File: config.mk
export PLATFORM = sky130hd
export DESIGN_NAME = psm_ctrl
export DESIGN_NICKNAME = d
export VERILOG_FILES = /design/src/include/psm_pkg.sv /design/src/hw/psm_sync.sv /design/src/hw/psm_ctrl.sv
export SDC_FILE = /design/constraint.sdc
export NUM_CORES = 1
export LEC_CHECK = 0
export ABC_AREA = 1
export BUFFER_PORTS_ARGS = -buffer_cell sky130_fd_sc_hd__buf_2
export CAP_MARGIN = 5
export CORE_AREA = 2 2 161 163
export DETAILED_ROUTE_END_ITERATION = 8
export DIE_AREA = 0 0 163 165
export SYNTH_ARGS = -nofsm -noshare
export SYNTH_HDL_FRONTEND = slang
export SYNTH_SLANG_ARGS = --single-unit
export TNS_END_PERCENT = 5
File: constraint.sdc
create_clock -name clock -period 1.7 [get_ports clock]
set_input_delay 0.34 -clock clock [delete_from_list [all_inputs] [get_ports clock]]
set_output_delay 0.34 -clock clock [all_outputs]
set_load 0.02 [all_outputs]
File: src/include/psm_pkg.sv
package psm_pkg;
    // processor top-level states
    typedef enum logic [2:0] {
        PSM_RESET,
        PSM_EXCEPT,
        PSM_EXEC,
        PSM_PDOWN,
        PSM_BUSREL
    } psm_state_t;

    // power-down sub-modes
    typedef enum logic [1:0] {
        PSM_PD_NONE,
        PSM_PD_SLEEP,
        PSM_PD_STANDBY,
        PSM_PD_HWSTBY
    } psm_pd_t;

    localparam int PSM_XLEN = 32;
    localparam logic [31:0] PSM_RESET_VECTOR = 32'hA000_0000;
    localparam logic [31:0] PSM_SR_RESET = 32'h7000_00F0;
    localparam int PSM_MD_BIT = 30;
    localparam logic [31:0] PSM_PC_STEP = 32'h0000_0002;
    localparam logic [1:0] PSM_RST_NONE = 2'h0;
    localparam logic [1:0] PSM_RST_POWER_ON = 2'h1;
    localparam logic [1:0] PSM_RST_MANUAL = 2'h2;
endpackage : psm_pkg

File: src/hw/psm_sync.sv
`timescale 1ns/1ps
// two-flop synchroniser per bit for asynchronous pins
module psm_sync #(
    parameter int WIDTH = 3,
    parameter logic [WIDTH-1:0] INIT = '1
) (
    input wire logic clock,
    input wire logic sys_rst,
    input wire logic [WIDTH-1:0] async_in,
    output logic [WIDTH-1:0] sync_out
);
    logic [WIDTH-1:0] meta_r;

    genvar i;
    generate
        for (i = 0; i < WIDTH; i++)
        begin : g_bit
            // first stage feeds only the second stage
            always_ff @(posedge clock)
            begin
                if (sys_rst)
                begin
                    meta_r[i] <= INIT[i];
                    sync_out[i] <= INIT[i];
                end
                else
                begin
                    meta_r[i] <= async_in[i];
                    sync_out[i] <= meta_r[i];
                end
            end
        end
    endgenerate
endmodule : psm_sync

File: src/hw/psm_ctrl.sv
`timescale 1ns/1ps
// Functional notes
// - reset pin low forces reset state from any state
// - bus request level during reset picks power-on (high) or manual (low)
// - power-on reset initialises cpu state and bus controller registers
// - manual reset initialises cpu state but keeps bus controller, refresh continues
// - leaving reset, fetch starts at fixed handler address
// - exception or interrupt saves pc and status word before branching
// - handler address is vector base plus event vector offset
// - halt instruction or hardware-standby pin enters power-down
// - power-down has sleep, standby and hardware-standby sub-modes
// - external bus request moves device to bus-released state from execution or sleep power-down only
// - execution state steps instructions in program order
// - privilege bit 0 means user, 1 means privileged
// - reset or exception entry sets privilege bit to 1
// - end of exception handling clears privilege bit to 0
// - privileged-only accesses are refused in user mode
module psm_ctrl #(
    parameter bit HWSTBY_EN = 1'h1
) (
    input wire logic clock,
    input wire logic sys_rst,
    input wire logic reset_pin_n,
    input wire logic bus_request_pin_n,
    input wire logic hardware_standby_pin_n,
    input wire logic exc_req,
    input wire logic [31:0] exc_vec_offset,
    input wire logic [31:0] vector_base,
    input wire logic exc_return,
    input wire logic sleep_exec,
    input wire logic standby_sel,
    input wire logic wake_req,
    input wire logic priv_access,
    input wire logic [31:0] status_wr_data,
    input wire logic status_wr,
    output psm_pkg::psm_state_t state,
    output psm_pkg::psm_pd_t pd_mode,
    output logic [1:0] reset_kind,
    output logic bsc_init,
    output logic bus_grant_n,
    output logic [31:0] program_counter,
    output logic [31:0] status_word,
    output logic [31:0] saved_program_counter,
    output logic [31:0] saved_status_word,
    output logic privilege_mode_bit,
    output logic access_refused
);
    logic reset_s;
    logic bus_request_pin_s;
    logic hwstby_s;
    logic [2:0] sync_q;

    psm_pkg::psm_state_t state_r, state_nxt, resume_r;
    psm_pkg::psm_pd_t pd_r, pd_nxt;
    logic [1:0] kind_r;
    logic bsc_init_r;
    logic grant_n_r;
    logic [31:0] pc_r, pc_nxt;
    logic [31:0] sr_r, sr_nxt;
    logic [31:0] spc_r;
    logic [31:0] ssr_r;
    logic refused_r;

    // pins are asynchronous to the core clock
    psm_sync #(.WIDTH(3), .INIT(3'h7)) u_sync (
        .clock(clock),
        .sys_rst(sys_rst),
        .async_in({reset_pin_n, bus_request_pin_n, hardware_standby_pin_n}),
        .sync_out(sync_q)
    );

    // decoded pin levels
    assign reset_s = ~sync_q[2];
    assign bus_request_pin_s = ~sync_q[1];
    assign hwstby_s = HWSTBY_EN & ~sync_q[0];

    // event qualifiers
    wire take_exc = (state_r == psm_pkg::PSM_EXEC) && exc_req;
    wire md_now = sr_r[psm_pkg::PSM_MD_BIT];
    wire [31:0] handler_addr = vector_base + exc_vec_offset;
    wire enter_pd = (state_r == psm_pkg::PSM_EXEC) && (sleep_exec || hwstby_s);
    wire leave_pd = (state_r == psm_pkg::PSM_PDOWN) && !hwstby_s && (wake_req || exc_req)
                    && (pd_r != psm_pkg::PSM_PD_HWSTBY || !hwstby_s);
    wire can_release = (state_r == psm_pkg::PSM_EXEC) || (state_r == psm_pkg::PSM_PDOWN
                       && pd_r == psm_pkg::PSM_PD_SLEEP);

    // next state selection
    always_comb
    begin
        state_nxt = state_r;
        pd_nxt = pd_r;
        if (reset_s)
        begin
            state_nxt = psm_pkg::PSM_RESET;
            pd_nxt = psm_pkg::PSM_PD_NONE;
        end
        else
        begin
            unique case (state_r)
                psm_pkg::PSM_RESET:
                begin
                    state_nxt = psm_pkg::PSM_EXCEPT;
                end
                psm_pkg::PSM_EXCEPT:
                begin
                    state_nxt = psm_pkg::PSM_EXEC;
                end
                psm_pkg::PSM_EXEC:
                begin
                    // bus request wins over new work
                    if (bus_request_pin_s)
                        state_nxt = psm_pkg::PSM_BUSREL;
                    else if (take_exc)
                        state_nxt = psm_pkg::PSM_EXCEPT;
                    else if (enter_pd)
                    begin
                        state_nxt = psm_pkg::PSM_PDOWN;
                        if (hwstby_s)
                            pd_nxt = psm_pkg::PSM_PD_HWSTBY;
                        else if (standby_sel)
                            pd_nxt = psm_pkg::PSM_PD_STANDBY;
                        else
                            pd_nxt = psm_pkg::PSM_PD_SLEEP;
                    end
                end
                psm_pkg::PSM_PDOWN:
                begin
                    if (bus_request_pin_s && can_release)
                        state_nxt = psm_pkg::PSM_BUSREL;
                    else if (hwstby_s)
                        pd_nxt = psm_pkg::PSM_PD_HWSTBY;
                    else if (pd_r == psm_pkg::PSM_PD_HWSTBY)
                    begin
                        // hardware standby only ends through reset
                        pd_nxt = pd_r;
                    end
                    else if (leave_pd)
                    begin
                        // a waking exception is taken from execution, where its context is saved
                        state_nxt = psm_pkg::PSM_EXEC;
                        pd_nxt = psm_pkg::PSM_PD_NONE;
                    end
                end
                psm_pkg::PSM_BUSREL:
                begin
                    if (!bus_request_pin_s)
                        state_nxt = resume_r;
                end
            endcase
        end
    end

    // program counter and status word update
    always_comb
    begin
        pc_nxt = pc_r;
        sr_nxt = sr_r;
        if (state_r == psm_pkg::PSM_RESET)
        begin
            pc_nxt = psm_pkg::PSM_RESET_VECTOR;
            sr_nxt = psm_pkg::PSM_SR_RESET;
            sr_nxt[psm_pkg::PSM_MD_BIT] = 1'h1;
        end
        else if (take_exc && !bus_request_pin_s)
        begin
            pc_nxt = handler_addr;
            sr_nxt[psm_pkg::PSM_MD_BIT] = 1'h1;
        end
        else if (state_r == psm_pkg::PSM_EXEC && exc_return && md_now)
        begin
            pc_nxt = spc_r;
            sr_nxt = ssr_r;
            sr_nxt[psm_pkg::PSM_MD_BIT] = 1'h0;
        end
        else if (state_r == psm_pkg::PSM_EXEC && !bus_request_pin_s && !enter_pd)
        begin
            pc_nxt = pc_r + psm_pkg::PSM_PC_STEP;
            if (status_wr && md_now)
                sr_nxt = status_wr_data;
        end
    end

    // state registers
    always_ff @(posedge clock)
    begin
        if (sys_rst)
        begin
            state_r <= psm_pkg::PSM_RESET;
            pd_r <= psm_pkg::PSM_PD_NONE;
            resume_r <= psm_pkg::PSM_EXEC;
        end
        else
        begin
            state_r <= state_nxt;
            pd_r <= pd_nxt;
            if (state_r != psm_pkg::PSM_BUSREL && state_nxt == psm_pkg::PSM_BUSREL)
                resume_r <= state_r;
        end
    end

    // reset kind is latched while reset is held
    always_ff @(posedge clock)
    begin
        if (sys_rst)
        begin
            kind_r <= psm_pkg::PSM_RST_POWER_ON;
            bsc_init_r <= 1'h1;
        end
        else if (reset_s)
        begin
            kind_r <= bus_request_pin_s ? psm_pkg::PSM_RST_MANUAL : psm_pkg::PSM_RST_POWER_ON;
            // bus controller init only on power-on
            bsc_init_r <= !bus_request_pin_s;
        end
        else
        begin
            bsc_init_r <= 1'h0;
        end
    end

    // cpu registers, cleared on both reset kinds
    always_ff @(posedge clock)
    begin
        if (sys_rst)
        begin
            pc_r <= psm_pkg::PSM_RESET_VECTOR;
            sr_r <= psm_pkg::PSM_SR_RESET;
            spc_r <= '0;
            ssr_r <= '0;
        end
        else
        begin
            pc_r <= pc_nxt;
            sr_r <= sr_nxt;
            // saved context cleared by either reset kind
            if (state_r == psm_pkg::PSM_RESET)
            begin
                spc_r <= '0;
                ssr_r <= '0;
            end
            else if (take_exc && !bus_request_pin_s)
            begin
                spc_r <= pc_r;
                ssr_r <= sr_r;
            end
        end
    end

    // bus grant and privilege check outputs
    always_ff @(posedge clock)
    begin
        if (sys_rst)
        begin
            grant_n_r <= 1'h1;
            refused_r <= 1'h0;
        end
        else
        begin
            grant_n_r <= (state_nxt != psm_pkg::PSM_BUSREL);
            // refuse in user mode, bit 0 is user
            refused_r <= (priv_access || status_wr) && !md_now;
        end
    end

    assign state = state_r;
    assign pd_mode = pd_r;
    assign reset_kind = kind_r;
    assign bsc_init = bsc_init_r;
    assign bus_grant_n = grant_n_r;
    assign program_counter = pc_r;
    assign status_word = sr_r;
    assign saved_program_counter = spc_r;
    assign saved_status_word = ssr_r;
    assign privilege_mode_bit = sr_r[psm_pkg::PSM_MD_BIT];
    assign access_refused = refused_r;
endmodule : psm_ctrl

Yosys cells after proc, flatten, opt, wreduce, memory -nomap -nowiden
Cells that the tools add are included.
Operators by class
  reductions and logical operators: 33
  equality and inequality tests: 16
  bitwise logic cells: 4
  add/sub/neg operators: 2
  multiplexer cells: 28
Operators with widths (number)
  $mux 32: 6
  $add 32x2->32 const B: 1
  $add 32x32->32: 1
  $mux 3: 9
  $mux 2: 10
  $logic_and 1x1->1: 15
  $pmux 3 s5: 1
  $ne 3x3->1 const B: 4
  $ne 2x2->1 const B: 4
  $reduce_and 7->1: 1
  $eq 3x2->1 const B: 2
  $eq 3x3->1 const B: 2
  $reduce_bool 2->1: 3
  $logic_or 1x1->1: 5
  $not 1->1: 4
  $pmux 2 s2: 1
  $reduce_or 2->1: 2
  $eq 3x1->1 const B: 1
  $logic_not 3->1: 1
  $reduce_and 3->1: 1
  $reduce_bool 3->1: 1
  $reduce_or 3->1: 1
  $eq 2x1->1 const B: 1
  $eq 2x2->1 const B: 1
  other kinds (4): 5
Storage, ports and cells
  bits of input ports: 108
  logic and storage cells: 101
  register bits: 147
  output and inout bits: 139

Logic depth before layout (Yosys ltp)
  depth in word-level cells: 12
  mapped depth: 15
  mapped depth without buffers: 15

By module
From an unflattened synthesis, not the netlist that was laid out.
Second synthesis, totals
  cells, all modules: 1449
  area, all modules: 8996.1 um^2
Modules (own cells, without submodules)
  psm_ctrl: cells an instance 1430, times used 1, sequential area each 2822.7 um^2, area an instance 8827.2 um^2
  psm_sync: cells an instance 19, times used 1, sequential area each 120.1 um^2, area an instance 168.9 um^2

Worst setup path after synthesis
No wires, ideal clock.
  kind: input -> register
  start: in exc_vec_offset[0]
  end: reg pc_r[28] (netlist: program_counter[28])
  path buffers: 0
  cell stages on the path: 15
  library setup time: 0.120 ns
  data arrival time: 1.754 ns
  setup slack: -0.173 ns
  data required time: 1.580 ns
  cell sequence: ha_1 -> inv_1 -> fa_1 -> inv_1 -> nand3_1 -> nand3_1 -> nand2_1 -> nand2_1 -> nand2_1 -> nand2_1 -> nand2_1 -> nand2_1 -> nand2_1 -> nand3_1 -> a21oi_1
Between the ends
  longest elaborated chain between the ends: 2
RTL lines
  start, declared: line psm_ctrl.sv:27  | input wire logic [31:0] exc_vec_offset,
  $add 32x32->32: line psm_ctrl.sv:80  | wire [31:0] handler_addr = vector_base + exc_vec_offset;
  $mux 32: line psm_ctrl.sv:164  | else if (take_exc && !bus_request_pin_s)
  end signal, assigned: line psm_ctrl.sv:226  | pc_r <= psm_pkg::PSM_RESET_VECTOR;
  end signal, assigned: line psm_ctrl.sv:233  | pc_r <= pc_nxt;
  end, declared: line psm_ctrl.sv:58  | logic [31:0] pc_r, pc_nxt;
No other way between the ends.
A chain may end at the register's enable or synchronous reset.

Final worst setup path
  start: reg state_r[2] (netlist: state[2])
  end: reg resume_r[0]
Between the ends
  longest elaborated chain between the ends: 12
  elaborated cells on any way between the ends: 26
  those cells by class: eq/ne (6); mux (10); reduce/logical (10)
RTL lines
  start, declared: line psm_ctrl.sv:53  | psm_pkg::psm_state_t state_r, state_nxt, resume_r;
  start signal, assigned: line psm_ctrl.sv:188  | state_r <= psm_pkg::PSM_RESET;
  start signal, assigned: line psm_ctrl.sv:194  | state_r <= state_nxt;
  $eq 3x2->1: line psm_ctrl.sv:82, psm_ctrl.sv:84, psm_ctrl.sv:99
  $logic_and 1x1->1 (2 in a row): line psm_ctrl.sv:82  | wire leave_pd = (state_r == psm_pkg::PSM_PDOWN) && !hwstby_s && (wake_req || exc_req)
  $logic_and 1x1->1: line psm_ctrl.sv:83  | && (pd_r != psm_pkg::PSM_PD_HWSTBY || !hwstby_s);
  $mux 3: line psm_ctrl.sv:137  | else if (leave_pd)
  $mux 3: line psm_ctrl.sv:132  | else if (pd_r == psm_pkg::PSM_PD_HWSTBY)
  $mux 3: line psm_ctrl.sv:130  | else if (hwstby_s)
  $mux 3: line psm_ctrl.sv:128  | if (bus_request_pin_s && can_release)
  $pmux 3 s5: line psm_ctrl.sv:99  | unique case (state_r)
  $mux 3: line psm_ctrl.sv:92  | if (reset_s)
  $eq 3x3->1: line psm_ctrl.sv:196  | if (state_r != psm_pkg::PSM_BUSREL && state_nxt == psm_pkg::PSM_BUSREL)
  $logic_and 1x1->1 *: line psm_ctrl.sv:196
  end signal, assigned: line psm_ctrl.sv:190  | resume_r <= psm_pkg::PSM_EXEC;
  end signal, assigned: line psm_ctrl.sv:197  | resume_r <= state_r;
  end, declared: line psm_ctrl.sv:53
Every way passes the cells marked *; elsewhere a longest branch is shown, timed or not.

==> metrics.md <==
| Metric | Value |
|---|---|
| Status | finished, violations left |
| Failing checks | setup timing |
| IO buf count | 246 |
| Post-CTS Hold Fix Bufs | 0 |
| Vias/cell | 4.990 |
| Reg2reg end | resume_r[0] |
| Compound-Gate Fraction of Synth Area | 18.15% |
| Clk_lat worst skew | 0.43 ns |
| Synthesis warning total | 0 |
| Share of cells above drive strength 1 | 30.50% |
| Largest family of logic cells by synthesized area | simple AND/OR/NAND/NOR gates |
| CP endpoint kind | flip-flop |
| Min-Delay Path Depth | 2 |
| Primary FF master, synth | dfxtp_1 |
| WHS | 0.08343 ns |
| I/O pin count | 247 |
| F_max | 566.6 MHz |
| Number of synthesized flops with an enable pin | 0 |
| Total number of vias | 10.94k |
| Hold Crit Start | bus_request_pin_n |
| First-pass GRT wire length | 50990 microns |
| Final Cycle Share | 103.8% |
| Overflow after GRT | 0 |
| Top post-synthesis cells by area | dfxtp_1 32%, nand2_1 20%, a21oi_1 7.6% |
| VDD IR-drop max | 597.5 uV |
| Final Worst Setup Slack | -0.06495 ns |
| Startpoint types | flip-flop |
| Sink Count | 147 |
| Gp weighted congestion | 0.9384 |
| Synth Area per Inst | 6.282 sq um |
| Most frequent cells after synthesis | 480 x nand2_1, 156 x inv_1, 147 x dfxtp_1, 138 x a21oi_1, 104 x o21ai_0 |
| CP Data Required Time | 2.09 ns |
| Top cell type's share of synthesized area | 32.22% |
| Post-route minimum period | 1.765 ns |
| Ys async rst share | 0% |
| Fin area | 13090 sq um |
| Clock Tree Root | clkbuf_16 |
| Worst reg-to-reg setup slack | -0.06 ns |
| Power Density | 788.2 nW/um^2 |
| Fin util | 52.30% |
| Slew HR | 73.74% |
| Share of the yosys chip area belonging to registers | 32.22% |
| Reg clk slew, reported paths | 0.07 ns |
| FF-to-FF Start | state[2] |
| Antenna diode count | 0 |
| Core area | 25040 sq um |
| Post-Route WL | 33010 microns |
| Drt wl/cell | 15.06 microns |
| Starting Density | 36.48% |
| Antenna Nets Post-Route | 0 |
| Vias in the first global route | 10.12k |
| Total global-route track usage | 23.91% |
| Initial DRC Count | 736 |
| Initial antenna violation count | 0 |
| Worst min-delay path class | input pin to flip-flop |
| Final Skew | 0.01122 ns |
| Final hold violation count | 0 |
| Pre-antenna DRT Iters | 8 |
| P_leak | 6.324 nW |
| Slew Viols, Final | 0 |
| Most common cell in the synthesized netlist | nand2_1 |
| HPWL after DPL | 25380 microns |
| Fin cells | 2192 |
| Synth Area in Adders | 4.603% |
| Synth Area in Simple Gates | 33.55% |
| CTS tree | yes |
| Worst r2r path cells | 12 |
| Hold Path End | u_sync.meta_r[1] |
| Post-synthesis cell area | 9134 sq um |
| Max cap viols | 0 |
| Area delta synth->final | 43.36% |
| H-tree depth | 4 |
| Synth Area in XOR/XNOR | 1.055% |
| CP arrival | 2.15 ns |
| Final nets | 1990 |
| Largest net degree at the start of global routing | 65 |
| RSZ-0062 raised after global routing | yes |
| Clk buf depth | 2 |
| Tot Pwr | 10.32 mW |
| Placement Cell Area | 12070 sq um |
| Die width | 163 microns |
| Least-Margin Pin Slew | 0.3897 ns |
| Remaining DRCs | 0 |
| Post-synthesis mux area share | 0% |
| Crit path kind | flip-flop to flip-flop |
| # setup viols final | 10 |
| CP Max Fanout | 3 |
| Die footprint | 26900 sq um |
| Post-synth top area cell | dfxtp_1 |
| Mapped Cells | 1454 |
| Die Ht | 165 microns |
| Synthesized Nets | 1595 |
| Placed cell count | 2154 |
| Register bit total from synthesis | 147 |
| TritonCTS buffer count | 17 |
| Distinct cell type count after synthesis | 42 |
| Row count | 58 |
through the flow:
stage | setup WS (ns) | TNS [ns]
after floorplan | -0.02555 | -0.08296
after global placement | -0.4151 | -8.077
after detailed placement | -0.4345 | -9.533
after CTS | -0.06138 | -1.273
after global routing | -0.2381 | -5.849
final | -0.06495 | -0.2334
flip-flops by register name, summed over array words and instances, names as in the netlist:
register	flops
state	3
saved_program_counter	32
access_refused	1
program_counter	32
saved_status_word	32
u_sync.meta_r	3
u_sync.sync_out	3
status_word	32
resume_r	3
pd_mode	2
bus_grant_n	1
reset_kind	2
bsc_init	1
critical path: stages (launching register included):
cell       delay [ns]
dfxtp_2          0.33
inv_2            0.07
nand2_4          0.07
buf_4            0.14
buf_6            0.12
nor2_4           0.10
nand4_1          0.16
nand2_1          0.15
o2111ai_2        0.14
nor2_2           0.17
buf_4            0.13
nand4_1          0.08
nand2_1          0.07
final cells by class:
class                   count  area [sq um]
multi-input cells        1081          5524
clock buffers              17         425.4
inverters                 165         634.4
fillers                  2531         11940
repair buffers            437          2930
well taps                 330         412.9
clock inverters            15         202.7
flip-flops and latches    147          2964
logic make-up after synthesis:
kind of cell / after synthesis
buffers and inverters: 226
flip-flops: 147
AND/OR/NAND/NOR: 730
XOR/XNOR: 11
AO/OA/AOI/OAI: 307
adder cells (fa/ha/maj): 33
power by group:
part / total, mW / internal, mW / switching [mW]
registers: 3.64 / 3.54 / 0.0950
logic: 2.76 / 1.15 / 1.61
clock network: 3.93 / 2.14 / 1.79
total: 10.3 / 6.82 / 3.50
per-layer routing:
layer	global-route usage, %	vias to the layer above	routed length, microns
met5	0	-	0
met4	9.091	0	1078
met3	5.274	57	2224
met2	39.79	365	15350
met1	30.25	4986	14360
li1	-	5530	-
how the worst max path moves through the flow:
stage	startpoint	end	slack, ns
6_report	state[2]	resume_r[0]	-0.06
5_1_grt	state[2]	resume_r[0]	-0.24
4_1_cts	state[2]	status_word[16]	-0.06
3_5_place_dp	exc_vec_offset[2]	program_counter[31]	-0.43
3_3_place_gp	exc_vec_offset[2]	program_counter[31]	-0.42
2_1_floorplan	exc_vec_offset[0]	program_counter[28]	-0.03
what timing repair did:
action | in CTS | in global routing
cloned | 0 | 1
pin swaps | 0 | 12
endpoints found under the setup margin | 62 | 110
gates resized for setup | 22 | 91
buffers inserted | 1 | 4
layout by cell type (no fill, tap or decap), drive strengths merged:
cell type | netlist | routed
a21o | 2 | 2
a21oi | 139 | 139
a31oi | 37 | 37
a32oi | 1 | 1
and2 | 3 | 3
buf | 41 | 436
bufinv | 0 | 1
clkbuf | 20 | 18
clkinv | 2 | 9
dfxtp | 147 | 147
fa | 1 | 1
ha | 32 | 32
inv | 163 | 170
nand2 | 486 | 486
nand3 | 83 | 83
nand3b | 13 | 13
nand4 | 15 | 15
nor2 | 96 | 96
nor3 | 19 | 19
nor3b | 2 | 2
nor4 | 1 | 1
o2111ai | 2 | 2
o211ai | 9 | 9
o21ai | 108 | 108
o21bai | 7 | 7
o2bb2ai | 2 | 2
or2 | 12 | 12
xnor2 | 4 | 4
xor2 | 7 | 7
Note: power is estimated with default switching activity, not from simulation.
